===== src/logic/hslm_map.svh =====
// Purpose: constants of the high-speed lane multiplexer
// Assumes: included by the package; the design modules rely on its macros
// Notes:   source numbering is shared by route decode and rx return
`ifndef HSLM_MAP_SVH
`define HSLM_MAP_SVH

`define HSLM_LANES      4
`define HSLM_DATA_W     20
`define HSLM_SRC_W      4
`define HSLM_SRC_COUNT  14
`define HSLM_SRC_PCIE   4'h0
`define HSLM_SRC_SATA   4'h4
`define HSLM_SRC_DISP   4'h6
`define HSLM_SRC_USB    4'h8
`define HSLM_SRC_SGMII  4'hA
`define HSLM_WIDTH_X1   2'h0
`define HSLM_WIDTH_X2   2'h1
`define HSLM_WIDTH_X4   2'h2
`define HSLM_USB0_LAST  2
`define HSLM_USB1_LANE  3

`endif


===== src/logic/hslm_pkg.sv =====
// Purpose: types of the high-speed lane multiplexer
// Assumes: hslm_map.svh supplies widths
// Notes:   an all-zero symbol is the idle lane pattern
`include "hslm_map.svh"

package hslm_pkg;

  typedef enum logic [2:0] {
    HSLM_SEL_NONE,
    HSLM_SEL_PCIE,
    HSLM_SEL_SATA,
    HSLM_SEL_DISP,
    HSLM_SEL_USB0,
    HSLM_SEL_USB1,
    HSLM_SEL_SGMII
  } hslm_sel_e;

  typedef struct packed {
    logic                    vld;
    logic [`HSLM_DATA_W-1:0] dat;
  } hslm_sym_s;

  typedef struct packed {
    logic                   ok;
    logic                   rx_ok;
    logic [`HSLM_SRC_W-1:0] src;
  } hslm_route_s;

  function automatic logic [2:0] hslm_pcie_lanes(input logic [1:0] width);
    case (width)
      `HSLM_WIDTH_X1: hslm_pcie_lanes = 3'h1;
      `HSLM_WIDTH_X2: hslm_pcie_lanes = 3'h2;
      `HSLM_WIDTH_X4: hslm_pcie_lanes = 3'h4;
      default:        hslm_pcie_lanes = 3'h0;
    endcase
  endfunction : hslm_pcie_lanes

endpackage : hslm_pkg


===== src/logic/hslm_lane_sel.sv =====
// Purpose: decode one lane's selection into a legal source route
// Assumes: LANE is the fixed lane number 0..3
// Notes:   purely combinational; the top registers the result
module hslm_lane_sel
  import hslm_pkg::*;
#(
  parameter int LANE = 0
) (
  input  wire hslm_sel_e   sel_i,
  input  wire logic [1:0]  pcie_width_i,
  output hslm_route_s      route_o
);

  localparam logic [`HSLM_SRC_W-1:0] LANE_N = `HSLM_SRC_W'(LANE);
  localparam logic [`HSLM_SRC_W-1:0] LANE_P = `HSLM_SRC_W'(LANE % 2);

  always_comb begin
    route_o = '0;
    case (sel_i)
      HSLM_SEL_PCIE: begin
        if (LANE < int'(hslm_pcie_lanes(pcie_width_i))) begin
          route_o.ok    = 1'b1;
          route_o.rx_ok = 1'b1;
          route_o.src   = `HSLM_SRC_PCIE + LANE_N;
        end
      end
      HSLM_SEL_SATA: begin
        route_o.ok    = 1'b1;
        route_o.rx_ok = 1'b1;
        route_o.src   = `HSLM_SRC_SATA + LANE_P;
      end
      HSLM_SEL_DISP: begin
        // transmit only, so rx stays unrouted
        route_o.ok  = 1'b1;
        route_o.src = `HSLM_SRC_DISP + (LANE_P ^ 4'h1);
      end
      HSLM_SEL_USB0: begin
        if (LANE <= `HSLM_USB0_LAST) begin
          route_o.ok    = 1'b1;
          route_o.rx_ok = 1'b1;
          route_o.src   = `HSLM_SRC_USB;
        end
      end
      HSLM_SEL_USB1: begin
        if (LANE == `HSLM_USB1_LANE) begin
          route_o.ok    = 1'b1;
          route_o.rx_ok = 1'b1;
          route_o.src   = `HSLM_SRC_USB + 4'h1;
        end
      end
      HSLM_SEL_SGMII: begin
        route_o.ok    = 1'b1;
        route_o.rx_ok = 1'b1;
        route_o.src   = `HSLM_SRC_SGMII + LANE_N;
      end
      default: route_o = '0;
    endcase
  end

endmodule : hslm_lane_sel


===== src/logic/hslm_top.sv =====
// Purpose: route high-speed peripherals onto four transceiver lanes
// Assumes: selection inputs are quasi-static configuration
// Notes:   one cycle of latency each way; illegal pairings idle the lane
//
// Overview of operation
// - each peripheral reaches a lane only as configuration selects
// - four lanes, 0 to 3, each carrying one peripheral at a time
// - pcie lane n sits on lane n below the x1/x2/x4 width
// - sata channel 0 on lanes 0 or 2, channel 1 on 1 or 3
// - display transmit only; second lane on 0/2, first on 1/3
// - first usb controller only on lanes 0, 1 or 2
// - several protocols at once on different lanes, freely programmed
module hslm_top
  import hslm_pkg::*;
(
  input  wire logic               clk_i,
  input  wire logic               nrst_i,
  input  wire hslm_sel_e [3:0]    lane_sel_i,
  input  wire logic [1:0]         pcie_width_i,
  input  wire hslm_sym_s [3:0]    pcie_tx_i,
  input  wire hslm_sym_s [1:0]    sata_tx_i,
  input  wire hslm_sym_s [1:0]    disp_tx_i,
  input  wire hslm_sym_s [1:0]    usb_tx_i,
  input  wire hslm_sym_s [3:0]    sgmii_tx_i,
  input  wire hslm_sym_s [3:0]    lane_rx_i,
  output hslm_sym_s [3:0]         lane_tx_o,
  output hslm_sym_s [3:0]         pcie_rx_o,
  output hslm_sym_s [1:0]         sata_rx_o,
  output hslm_sym_s [1:0]         usb_rx_o,
  output hslm_sym_s [3:0]         sgmii_rx_o
);

  hslm_route_s [3:0]                  route;
  hslm_sym_s [`HSLM_SRC_COUNT-1:0]    src_tx;
  hslm_sym_s [3:0]                    next_lane_tx;
  hslm_sym_s [`HSLM_SRC_COUNT-1:0]    next_rx;
  hslm_sym_s [`HSLM_SRC_COUNT-1:0]    rx_q;
  hslm_sym_s [3:0]                    lane_tx_q;

  // display has no receive return; its slots stay idle
  assign src_tx = {sgmii_tx_i, usb_tx_i, disp_tx_i, sata_tx_i, pcie_tx_i};

  for (genvar l = 0; l < `HSLM_LANES; l++) begin : g_lane
    hslm_lane_sel #(
      .LANE (l)
    ) u_sel (
      .sel_i        (lane_sel_i[l]),
      .pcie_width_i (pcie_width_i),
      .route_o      (route[l])
    );
  end

  // each lane picks its own source, so any mix runs side by side
  always_comb begin
    for (int l = 0; l < `HSLM_LANES; l++) begin
      next_lane_tx[l] = '0;
      if (route[l].ok) begin
        next_lane_tx[l] = src_tx[route[l].src];
      end
    end
  end

  // two lanes may claim one sink (sata on 0 and 2); lowest lane wins
  always_comb begin
    for (int j = 0; j < `HSLM_SRC_COUNT; j++) begin
      next_rx[j] = '0;
      for (int l = `HSLM_LANES - 1; l >= 0; l--) begin
        if (route[l].ok && route[l].rx_ok &&
            route[l].src == `HSLM_SRC_W'(j)) begin
          next_rx[j] = lane_rx_i[l];
        end
      end
    end
  end

  always_ff @(posedge clk_i) begin
    if (!nrst_i) begin
      lane_tx_q <= '0;
      rx_q      <= '0;
    end else begin
      lane_tx_q <= next_lane_tx;
      rx_q      <= next_rx;
    end
  end

  assign lane_tx_o  = lane_tx_q;
  assign pcie_rx_o  = rx_q[3:0];
  assign sata_rx_o  = rx_q[5:4];
  assign usb_rx_o   = rx_q[9:8];
  assign sgmii_rx_o = rx_q[13:10];

  for (genvar l = 0; l < `HSLM_LANES; l++) begin : g_chk
    localparam int PAR = l % 2;

    lane_idle_a: assert property (
      @(posedge clk_i) disable iff (!nrst_i)
      !route[l].ok |=> lane_tx_o[l] == '0)
      else $error("unrouted lane not idle");

    pcie_place_a: assert property (
      @(posedge clk_i) disable iff (!nrst_i)
      (lane_sel_i[l] == HSLM_SEL_PCIE &&
       l < int'(hslm_pcie_lanes(pcie_width_i)))
      |=> lane_tx_o[l] == $past(pcie_tx_i[l]))
      else $error("pcie lane misplaced");

    pcie_width_a: assert property (
      @(posedge clk_i) disable iff (!nrst_i)
      (lane_sel_i[l] == HSLM_SEL_PCIE &&
       l >= int'(hslm_pcie_lanes(pcie_width_i)))
      |=> lane_tx_o[l] == '0)
      else $error("pcie lane beyond width not idle");

    sata_place_a: assert property (
      @(posedge clk_i) disable iff (!nrst_i)
      lane_sel_i[l] == HSLM_SEL_SATA
      |=> lane_tx_o[l] == $past(sata_tx_i[PAR]))
      else $error("sata channel on wrong lane");

    disp_place_a: assert property (
      @(posedge clk_i) disable iff (!nrst_i)
      lane_sel_i[l] == HSLM_SEL_DISP
      |=> lane_tx_o[l] == $past(disp_tx_i[1 - PAR]))
      else $error("display lane on wrong lane");

    usb0_lane_a: assert property (
      @(posedge clk_i) disable iff (!nrst_i)
      lane_sel_i[l] == HSLM_SEL_USB0
      |=> lane_tx_o[l] == ((l == 3) ? '0 : $past(usb_tx_i[0])))
      else $error("first usb routing wrong");

    usb1_lane_a: assert property (
      @(posedge clk_i) disable iff (!nrst_i)
      lane_sel_i[l] == HSLM_SEL_USB1
      |=> lane_tx_o[l] == ((l == 3) ? $past(usb_tx_i[1]) : '0))
      else $error("second usb routing wrong");

    sgmii_place_a: assert property (
      @(posedge clk_i) disable iff (!nrst_i)
      lane_sel_i[l] == HSLM_SEL_SGMII
      |=> lane_tx_o[l] == $past(sgmii_tx_i[l]))
      else $error("sgmii port on wrong lane");

    sgmii_rx_a: assert property (
      @(posedge clk_i) disable iff (!nrst_i)
      lane_sel_i[l] == HSLM_SEL_SGMII
      |=> sgmii_rx_o[l] == $past(lane_rx_i[l]))
      else $error("sgmii receive not returned");

    pcie_rx_lane_a: assert property (
      @(posedge clk_i) disable iff (!nrst_i)
      (lane_sel_i[l] == HSLM_SEL_PCIE &&
       l < int'(hslm_pcie_lanes(pcie_width_i)))
      |=> pcie_rx_o[l] == $past(lane_rx_i[l]))
      else $error("pcie receive not returned");

    sgmii_none_a: assert property (
      @(posedge clk_i) disable iff (!nrst_i)
      lane_sel_i[l] != HSLM_SEL_SGMII |=> sgmii_rx_o[l] == '0)
      else $error("sgmii receive from foreign lane");
  end

  pcie_rx_a: assert property (
    @(posedge clk_i) disable iff (!nrst_i)
    (lane_sel_i[0] == HSLM_SEL_PCIE && pcie_width_i != 2'h3)
    |=> pcie_rx_o[0] == $past(lane_rx_i[0]))
    else $error("pcie lane 0 receive lost");

  sata_none_a: assert property (
    @(posedge clk_i) disable iff (!nrst_i)
    (lane_sel_i[0] != HSLM_SEL_SATA && lane_sel_i[2] != HSLM_SEL_SATA)
    |=> sata_rx_o[0] == '0)
    else $error("sata receive leaked from unrouted lane");

  sata_rx_a: assert property (
    @(posedge clk_i) disable iff (!nrst_i)
    lane_sel_i[0] == HSLM_SEL_SATA
    |=> sata_rx_o[0] == $past(lane_rx_i[0]))
    else $error("sata channel 0 receive lost");

  sata1_none_a: assert property (
    @(posedge clk_i) disable iff (!nrst_i)
    (lane_sel_i[1] != HSLM_SEL_SATA && lane_sel_i[3] != HSLM_SEL_SATA)
    |=> sata_rx_o[1] == '0)
    else $error("sata channel 1 receive leaked");

  usb0_rx_a: assert property (
    @(posedge clk_i) disable iff (!nrst_i)
    (lane_sel_i[0] != HSLM_SEL_USB0 && lane_sel_i[1] != HSLM_SEL_USB0 &&
     lane_sel_i[2] != HSLM_SEL_USB0)
    |=> usb_rx_o[0] == '0)
    else $error("first usb receive from lane 3");

  usb1_rx_a: assert property (
    @(posedge clk_i) disable iff (!nrst_i)
    lane_sel_i[3] == HSLM_SEL_USB1
    |=> usb_rx_o[1] == $past(lane_rx_i[3]))
    else $error("second usb receive lost");

  usb1_none_a: assert property (
    @(posedge clk_i) disable iff (!nrst_i)
    lane_sel_i[3] != HSLM_SEL_USB1 |=> usb_rx_o[1] == '0)
    else $error("second usb receive off lane 3");

  pcie_off_a: assert property (
    @(posedge clk_i) disable iff (!nrst_i)
    pcie_width_i == 2'h3 |=> pcie_rx_o == '0)
    else $error("disabled pcie still receives");

  pcie_x4_c: cover property (
    @(posedge clk_i) disable iff (!nrst_i)
    pcie_width_i == `HSLM_WIDTH_X4 &&
    lane_sel_i == {4{HSLM_SEL_PCIE}});

  sata_dual_c: cover property (
    @(posedge clk_i) disable iff (!nrst_i)
    lane_sel_i[2] == HSLM_SEL_SATA && lane_sel_i[3] == HSLM_SEL_SATA);

  mixed_c: cover property (
    @(posedge clk_i) disable iff (!nrst_i)
    lane_sel_i[0] == HSLM_SEL_PCIE && lane_sel_i[1] == HSLM_SEL_DISP &&
    lane_sel_i[2] == HSLM_SEL_USB0 && lane_sel_i[3] == HSLM_SEL_SGMII);

  reselect_c: cover property (
    @(posedge clk_i) disable iff (!nrst_i)
    $changed(lane_sel_i[3]) && lane_sel_i[3] == HSLM_SEL_USB1);

  usb0_lane3_c: cover property (
    @(posedge clk_i) disable iff (!nrst_i)
    lane_sel_i[3] == HSLM_SEL_USB0);

endmodule : hslm_top


===== config.mk =====
export PLATFORM = sky130hd
export DESIGN_NAME = hslm_top
export DESIGN_NICKNAME = d
export VERILOG_FILES = /design/src/logic/hslm_pkg.sv /design/src/logic/hslm_lane_sel.sv /design/src/logic/hslm_top.sv
export VERILOG_INCLUDE_DIRS = /design/src /design/src/logic
export SDC_FILE = /design/constraint.sdc
export NUM_CORES = 1
export LEC_CHECK = 0
export BUFFER_PORTS_ARGS = -buffer_cell sky130_fd_sc_hd__buf_4
export CORE_AREA = 4 4 284 286
export CTS_CLUSTER_DIAMETER = 40
export DETAILED_ROUTE_END_ITERATION = 16
export DIE_AREA = 0 0 288 290
export GPL_TIMING_DRIVEN = 0
export PLACE_DENSITY = 0.44
export SLEW_MARGIN = 10
export SYNTH_ARGS = -nofsm -noshare
export SYNTH_HDL_FRONTEND = slang
export SYNTH_SLANG_ARGS = --single-unit

===== constraint.sdc =====
create_clock -name clk_i -period 2.5 [get_ports clk_i]
set_clock_uncertainty 0.1 [all_clocks]
set_input_delay 0.125 -clock clk_i [delete_from_list [all_inputs] [get_ports clk_i]]
set_output_delay 0.125 -clock clk_i [all_outputs]
set_load 0.01 [all_outputs]

==> metrics.cfg, run 1 <==
[yosys]
ys.flop_type=dfxtp_1
synth_nets=1845
yosysWarnings=0
synth-edff-count=0
ys_seq_area_share_pct=48.25
synth.distinct_cells=59
ys_ff_latch=336
syn_avg_cell_area_um2=9.621
async_reset_ff_share_pct=0
synth_cells=1449
post_synth_instance_area_um2=13940

[sta]
fmax_mhz=417.0
setup_ws_ns=0.1021
tightest_slew_ns=1.058
slew_headroom_pct=29.19
slew_viol_final=0
hold_viol_final=0
finalCritPeriodShare_pct=95.92
whs_ns=0.06365
setup-tns-final_ns=0
setup_viol=0
rsz0062_at_grt=no
min_period_ns=2.398

[floorplanning]
row_count=103
start_util_pct=17.79
num_io_pins=730
die_x_um=288
core_area_um2=78360
fp.dieH_um=290
die-area_um2=83520

[cts]
clk_pin_slew_ns=0.04
h-tree-depth=3
clock-sinks=336
numCtsBuffers=67
clk_path_buf_depth=3
cts_tree=done
post_cts_buffers=0
clk_root_buffer_cell=clkbuf_16

[finish]
fill_cells=8205
multiInputGateArea_um2=6586
final_util_pct=33.92
area_delta_synth_final_pct=90.67
final_nets=2978
layout_commonest_cell=buf_4
register_area_um2=6726
final_cells=3689
final_cell_mix=buf_4, dlygate4sd3_1, dfxtp_1, nor2_1, and2_1
drive_above_1_share_pct=37.47
stdcell_area_um2=26580

[global_routing]
track_usage_pct=21.98
first_global_vias=17951
antenna_found_initial=11
overflow=0
grt_start_max_net_pins=14
grt_pass1_wl_um=133000

[power]
powerDensity_nw_per_um2=685.0
p_leak_nw=11.89
total_power_mw=18.21
ir_worst_vdd_v=0.0003825

[flow_run]
drv_cap=0

[worst_setup_path]
cp_cell_sequence=dlygate4sd3_1, buf_2, buf_2, mux2i_1, dlygate4sd3_1, nor2_1, a21oi_1, a21oi_1
critical_path_class=input port to flip-flop
required_ns=2.83
crit_family=buffers and inverters
max_stage_delay_ns=0.62
cp_num_buf_inv=4
cp.arrival_ns=2.73
endpoint_kind=flip-flop
worstPathMaxFanout=10
crit_slowest_cell=dlygate4sd3_1
worstSetupStartpointType=input port

[detailed_routing]
route.vias.total=16870
avgRoutedWirePerCell_um=26.16
vias_per_cell=4.573
ant_nets=0
drt_first_pass_iters=8
postRouteWirelength_um=96520
drc=0
drtIter0Drc=1035

[place]
dp_cells=3224
gp_congestion=0.9278
placed_area_um2=20700
dp_hpwl_um=77830
portBuffers=725
place_ws_ns=-0.2893

[min_path]
holdCritPathClass=input port to flip-flop

[status]
outcome=finished clean

worst paths after layout:
| kind | start | cells past startpoint | slack (ns) | endpoint |
|---|---|---|---|---|
| max | lane_sel_i[6] | 8 | 0.10 | lane_tx_o[55]$_SDFF_PN0_ |
| min | sgmii_tx_i[43] | 5 | 0.06 | lane_tx_o[43]$_SDFF_PN0_ |
synth_stat cells (21+ instances only):
cell | n | share of area, %
dfxtp_1 | 336 | 48
nor2_1 | 131 | 3.5
and2_1 | 110 | 4.9
a22oi_1 | 94 | 5.1
nand2_1 | 94 | 2.5
a21oi_1 | 78 | 2.8
nor2b_1 | 71 | 3.2
buf_2 | 65 | 2.3
clkbuf_1 | 42 | 1.1
o21ai_1 | 41 | 1.5
mux2i_1 | 39 | 2.8
a221o_1 | 37 | 2.7
a221oi_1 | 27 | 1.7
o22ai_1 | 27 | 1.2
and3_1 | 26 | 1.2
nor3b_2 | 22 | 2.0
a221oi_2 | 21 | 2.3
where the power goes:
group	leakage, nW	switching [mW]	internal [mW]	total (mW)
Clock	1.19	3.35	6.38	9.73
Combinational	7.96	1.46	1.43	2.89
Sequential	2.73	0.0548	5.53	5.59
area by class of cell:
cell class	instances	share of cell area, %
Antenna cell	5	0.04707
Buffer	125	2.363
Clock buffer	80	6.759
Clock inverter	41	2.415
Inverter	8	0.1130
Multi-Input combinational cell	979	24.78
Sequential cell	336	25.30
Tap cell	1050	4.942
Timing Repair Buffer	1065	33.28
timing repair:
item	in CTS	in global routing
hold buffers	340	0
hold endpoints to repair	332	0
resized for setup	0	11
endpoints found under the setup margin	0	18
layer usage:
layer | wire [um] | GRT usage (%) | vias up
met5 | 75 | 0 | -
met4 | 4064 | 8.751 | 12
met3 | 8309 | 6.371 | 195
met2 | 46580 | 38.06 | 924
met1 | 37490 | 25.37 | 8217
li1 | - | - | 7522
registers in the layout, summed over array words and instances (netlist names):
register and flops:
lane_tx_o 84, pcie_rx_o 84, sata_rx_o 42, sgmii_rx_o 84, usb_rx_o 42
kinds of logic (layout without fill, tap and decap cells):
family / count (synthesis) / after routing / synth area share, %
muxes: 53 / 53 / 3.958
DFF: 336 / 336 / 48.25
buffers and inverters: 134 / 1319 / 4.703
and+or+nand+nor: 498 / 498 / 19.97
AOI/OAI and AO/OA: 426 / 426 / 22.94
other: 0 / 5 / 0
adders and majority gates: 2 / 2 / 0.1795
tightest hold or removal path: cells and delay by family:
kind / cells / cell delay, ns
buffers and inverters: 1 / 0.09
AOI/OAI and AO/OA: 3 / 0.39
muxes: 1 / 0.12
No activity file was read; power rests on OpenSTA's default activity.
==> run 2: changes to the inputs <==
ABC_AREA = 1   (was not set)
CORE_AREA = 4 4 281 283   (was 4 4 284 286)
DIE_AREA = 0 0 285 287   (was 0 0 288 290)
PLACE_DENSITY = 0.49   (was 0.44)
==> metrics.cfg, run 2 <==
[yosys]
synth_top_area_cell=dfxtp_1
synth_top_area_share_pct=38.99  ; -9.3 points
ys_seq_area_share_pct=38.99  ; -9.3 points
synth-edff-count=0  ; unchanged
ys_ff_latch=336  ; unchanged
yosysMostFrequentCell=nand2_1
ys.flop_type=dfxtp_1
netlist_top_cells_area=dfxtp_1, nand2_1, nand3_1
syn_avg_cell_area_um2=6.452  ; -33%
synth_cells=2674  ; +85%
async_reset_ff_share_pct=0  ; unchanged
yosysWarnings=0  ; unchanged
post_synth_instance_area_um2=17250  ; +24%
synth.distinct_cells=31  ; -47%
synthTopCellsByCount=nand2_1, dfxtp_1, nand3_1
synth_nets=3070  ; +66%

[cts]
clk_pin_slew_ns=0.05  ; about the same
h-tree-depth=2  ; -1
cts_tree=done
clk_root_buffer_cell=clkbuf_16
clk_path_buf_depth=3  ; unchanged
numCtsBuffers=54  ; -19%
clock-sinks=336  ; unchanged
post_cts_buffers=0  ; unchanged

[power]
combPwrFrac_pct=22.7  ; +6.8 points
p_switching_mw=5.328  ; +9.6%
total_power_mw=17.14  ; -5.9%
ir_worst_vdd_v=0.0004801  ; +26%
pwr-share-clk_pct=44.7  ; -8.7 points
intPower_mw=11.81  ; -11%
swShare_pct=31.08  ; +4.4 points
powerDensity_nw_per_um2=588.1  ; -14%
p_leak_nw=14.11  ; +19%
seq_power_share_pct=32.7  ; +2.0 points

[global_routing]
grt_start_max_net_pins=16  ; +2
track_usage_pct=31.56  ; +9.6 points
first_global_vias=24326  ; +36%
overflow=0  ; unchanged
antenna_found_initial=43  ; +32
grt_pass1_wl_um=183000  ; +38%

[floorplanning]
fp.dieH_um=287  ; -1.0%
die_x_um=285  ; -1.0%
start_util_pct=22.49  ; +4.7 points
core_area_um2=76700  ; -2.1%
num_io_pins=730  ; unchanged
die-area_um2=81800  ; -2.1%
row_count=102  ; -0.97%

[detailed_routing]
vias_per_cell=4.934  ; +7.9%
route.vias.total=24073  ; +43%
avgRoutedWirePerCell_um=27.72  ; +5.9%
drtIter0Drc=2053  ; +98%
drc=0  ; unchanged
drt_first_pass_iters=6  ; -2
ant_nets=0  ; unchanged
postRouteWirelength_um=135200  ; +40%

[worst_setup_path]
endpoint_kind=flip-flop
required_ns=2.94  ; +0.11 ns
critical_path_class=input port to flip-flop
worstSetupStartpointType=input port
cp.arrival_ns=2.87  ; +0.14 ns
worstPathMaxFanout=10  ; unchanged

[finish]
fill_cells=8338  ; +1.6%
final_cell_mix=nand2_1, buf_4, dfxtp_1, dlygate4sd3_1, nand3_1
drive_above_1_share_pct=24.67  ; -13 points
final_nets=4169  ; +40%
area_delta_synth_final_pct=68.97
layout_commonest_cell=nand2_1

[min_path]
holdCritPathClass=input port to flip-flop

[sta]
hold_viol_final=0  ; unchanged
fmax_mhz=412.2  ; -1.2%
tightest_slew_ns=0.9342  ; -0.1241 ns
setup_viol=0  ; unchanged
min_period_ns=2.426  ; +0.02811 ns
slew_viol_final=0  ; unchanged
setup_ws_ns=0.07398  ; -0.02811 ns
whs_ns=0.01358  ; -0.05007 ns
slew_headroom_pct=37.72  ; +8.5 points
rsz0062_at_grt=no
finalCritPeriodShare_pct=97.04  ; +1.1 points

[place]
gp_congestion=1.062  ; +15%
place_ws_ns=-0.1678  ; +0.1215 ns
portBuffers=727  ; +0.28%
dp_hpwl_um=114400  ; +47%

[flow_run]
drv_cap=0  ; unchanged

[status]
outcome=finished clean

-- run 2: cell types whose count changed after synthesis, sizes merged, moves of 59 or more --
cell | before | now
and2 | 110 | 0
nor3 | 5 | 126
nand3 | 2 | 217
nand3b | 4 | 79
inv | 8 | 210
a21oi | 78 | 146
nand2 | 95 | 930
o21ai | 54 | 125
clkbuf | 44 | 103
a22oi | 94 | 9
nor2b | 73 | 0
-- run 2: cell type report --
| type | instances | area [um2] | area share [%] |
|---|---|---|---|
| well taps | 1040 | 1301 | 4.464 |
| flip-flops and latches | 336 | 6726 | 23.08 |
| inverters | 210 | 790.8 | 2.713 |
| multi-input cells | 1934 | 8899 | 30.53 |
| repair buffers | 1043 | 8621 | 29.57 |
| diodes | 20 | 50.05 | 0.1717 |
| clock buffers | 67 | 1490 | 5.112 |
| plain buffers | 194 | 873.3 | 2.996 |
| clock inverters | 35 | 397.9 | 1.365 |
-- run 2: worst max-delay path: stages --
cell,delay (ns)
buf_4,0.11
buf_2,0.30
nand2_1,0.32
nor2_1,0.27
clkbuf_4,0.28
a22oi_1,0.11
dlygate4sd3_1,0.56
nand3_1,0.07
dlygate4sd3_1,0.54
nand2_1,0.10
inv_1,0.06
-- run 2: final timing paths --
check / startpoint / end / slack, ns / depth (start not counted)
worst min-delay path: pcie_tx_i[78] / lane_tx_o[78]$_SDFF_PN0_ / 0.01 / 7
worst max-delay path: lane_sel_i[1] / lane_tx_o[2]$_SDFF_PN0_ / 0.07 / 11
-- run 2: power groups by stage --
stage	sequential (mW)	combinational [mW]	clock, mW
after floorplan	5.79	1.31	0
after global placement	5.71	3.35	0
after detailed placement	5.71	3.34	0
after CTS	5.60	3.81	7.81
after global routing	5.61	4.10	8.02
final	5.60	3.89	7.66
-- run 2: metal layers --
layer,share of wire [%],wire length [um],global-route usage (%),up-vias
li1,-,-,-,10950
met1,36,48310,34.10,11291
met2,47,64150,54.70,1340
met3,8.8,11940,8.676,446
met4,7.8,10530,19.97,46
met5,0.23,309,0,-
-- run 2: timing repair --
| action | 4_1_cts | 5_1_grt |
|---|---|---|
| hold buffers | 314 | 2 |
| setup endpoints to repair | 0 | 33 |
| hold endpoints to repair | 330 | 2 |
| gates resized for setup | 0 | 28 |
-- run 2: through the flow --
step           area [um2]  utilization, %  setup TNS [ns]  instances
5_1_grt             29120           37.96               0       4867
3_5_place_dp        24010           31.30         -0.8597       4441
4_1_cts             29040           37.86               0       4857
3_3_place_gp        24010           31.30         -0.7200       4441
2_1_floorplan       17250               -               0       2674
6_report            29150           38.00               0       4879
-- run 2: cells by family after synthesis --
family | share of synthesized area [%]
AO/OA/AOI/OAI | 12.11
adder cells (fa/ha/maj) | 0.1450
buffers and inverters | 9.516
flip-flops | 38.99
AND/OR/NAND/NOR | 39.24
==> run 3: changes to the inputs <==
CORE_AREA = 4 4 280 282   (was 4 4 281 283)
DIE_AREA = 0 0 284 286   (was 0 0 285 287)
==> metrics.cfg, run 3 (synthesis gave the netlist of run 2 again) <==
[status]
outcome=finished clean

[floorplanning]
core_area_um2=75700  ; -1.3%
num_io_pins=730  ; unchanged
fp.dieH_um=286  ; -0.35%
start_util_pct=22.79  ; +0.30 points
row_count=101  ; -0.98%
die_x_um=284  ; -0.35%
die-area_um2=81220  ; -0.70%

[finish]
layout_commonest_cell=nand2_1
final_cell_mix=nand2_1, buf_4, dfxtp_1, dlygate4sd3_1, nand3_1
final_util_pct=38.83  ; +0.82 points
fill_cells=8234  ; -1.2%
final_nets=4193  ; +0.58%
area_delta_synth_final_pct=70.37
final_cells=4838  ; -0.84%
drive_above_1_share_pct=24.54  ; -0.13 points

[sta]
slew_viol_final=0  ; unchanged
setup-tns-final_ns=0  ; unchanged
finalCritPeriodShare_pct=97.82  ; +0.78 points
min_period_ns=2.446  ; +0.01952 ns
hold_viol_final=0  ; unchanged
rsz0062_at_grt=no
fmax_mhz=408.9  ; -0.80%
setup_viol=0  ; unchanged
tightest_slew_ns=0.9281  ; -0.006099 ns
slew_headroom_pct=38.13  ; +0.41 points
whs_ns=0.01705  ; +0.003471 ns

[worst_setup_path]
cp.arrival_ns=2.81  ; -0.06 ns
worstSetupStartpointType=input port
endpoint_kind=flip-flop
required_ns=2.86  ; -0.08 ns
critical_path_class=input port to flip-flop
worstPathMaxFanout=10  ; unchanged

[cts]
cts_tree=done
clk_pin_slew_ns=0.05  ; about the same
clock-sinks=336  ; unchanged
clk_path_buf_depth=3  ; unchanged
h-tree-depth=2  ; unchanged
numCtsBuffers=58  ; +7.4%
clk_root_buffer_cell=clkbuf_16

[detailed_routing]
ant_nets=0  ; unchanged
drtIter0Drc=2246  ; +9.4%
vias_per_cell=5.020  ; +1.7%
route.vias.total=24288  ; +0.89%
drc=0  ; unchanged
avgRoutedWirePerCell_um=28.11  ; +1.4%
postRouteWirelength_um=136000  ; +0.57%
drt_first_pass_iters=7  ; +1

[min_path]
holdCritPathClass=input port to flip-flop

[place]
portBuffers=727  ; unchanged
dp_hpwl_um=115200  ; +0.69%
gp_congestion=1.025  ; -3.5%
dp_cells=4379  ; -1.4%

[power]
total_power_mw=17.58  ; +2.6%
ir_worst_vdd_v=0.0004972  ; +3.6%
p_leak_nw=14.26  ; +1.0%
powerDensity_nw_per_um2=598.2  ; +1.7%

[global_routing]
grt_busiest_layer=met2
overflow=0  ; unchanged
track_usage_pct=31.72  ; +0.16 points
grt_pass1_wl_um=182800  ; -0.12%
met1_usage_pct=34.01  ; -0.088 points
grtUsageMet3_pct=8.932  ; +0.26 points
grt_start_max_net_pins=19  ; +3
first_global_vias=24297  ; -0.12%
antenna_found_initial=43  ; unchanged
use_met2_pct=55.29  ; +0.59 points

[flow_run]
drv_cap=0  ; unchanged

==> run 3: cell count changes in the layout (fill, tap and decap cells not counted), sizes merged <==
cell,change
buf,+7
clkinvlp,+4
dlygate4sd3,+18
diode,-3
bufinv,+1
inv,-4
clkinv,+4
clkbuf,-6
==> run 3: critical path, cell delays in order <==
cell and delay [ns]:
dlygate4sd3_1 0.54, clkbuf_4 0.23, a21oi_1 0.25, buf_2 0.29, buf_1 0.51, nand2_1 0.11, nand3_1 0.11, dlygate4sd3_1 0.56
a21oi_1 0.08
==> run 3: per-layer routing <==
layer	vias to the layer above	routed length, um
met4	54	10840
met5	-	364
met3	486	12010
met1	11337	48500
li1	10980	-
met2	1431	64290
==> run 3: what timing repair did <==
action | CTS | global route
setup buffers | 0 | 2
endpoints found under the setup margin | 0 | 27
hold buffers | 333 | 1
resized for setup | 0 | 17
hold endpoints to repair | 332 | 1
==> run 3: area by class of cell <==
class	instances	area [um2]	area share [%]
Sequential cell	336	6726	22.89
Clock inverter	40	491.7	1.673
Timing Repair Buffer	1063	8816	29.99
Clock buffer	66	1541	5.245
Multi-Input combinational cell	1934	8894	30.26
Inverter	210	790.8	2.690
Buffer	194	865.8	2.946
Antenna cell	17	42.54	0.1447
Tap cell	978	1224	4.163
==> run 3: power by group <==
group	leakage [nW]	total, mW	switching (mW)	internal, mW
clock	0.966	8.06	3.04	5.03
combinational	10.6	3.92	2.35	1.57
sequential	2.73	5.60	0.0564	5.54
total	14.3	17.6	5.44	12.1
==> run 3: path summary, 6_finish.rpt <==
check / from / endpoint / slack [ns] / cells after the start
hold / removal: disp_tx_i[18] / lane_tx_o[81]$_SDFF_PN0_ / 0.02 / 5
setup / recovery: lane_sel_i[11] / lane_tx_o[69]$_SDFF_PN0_ / 0.05 / 9
==> run 3: metrics by stage <==
step                setup WS (ns)  area [um2]
finish                    0.05446       29390
global route             0.003013       29360
CTS                       0.04078       29300
detailed placement       -0.06010       23930
global placement         -0.02993       23930
floorplan                  0.9249       17250
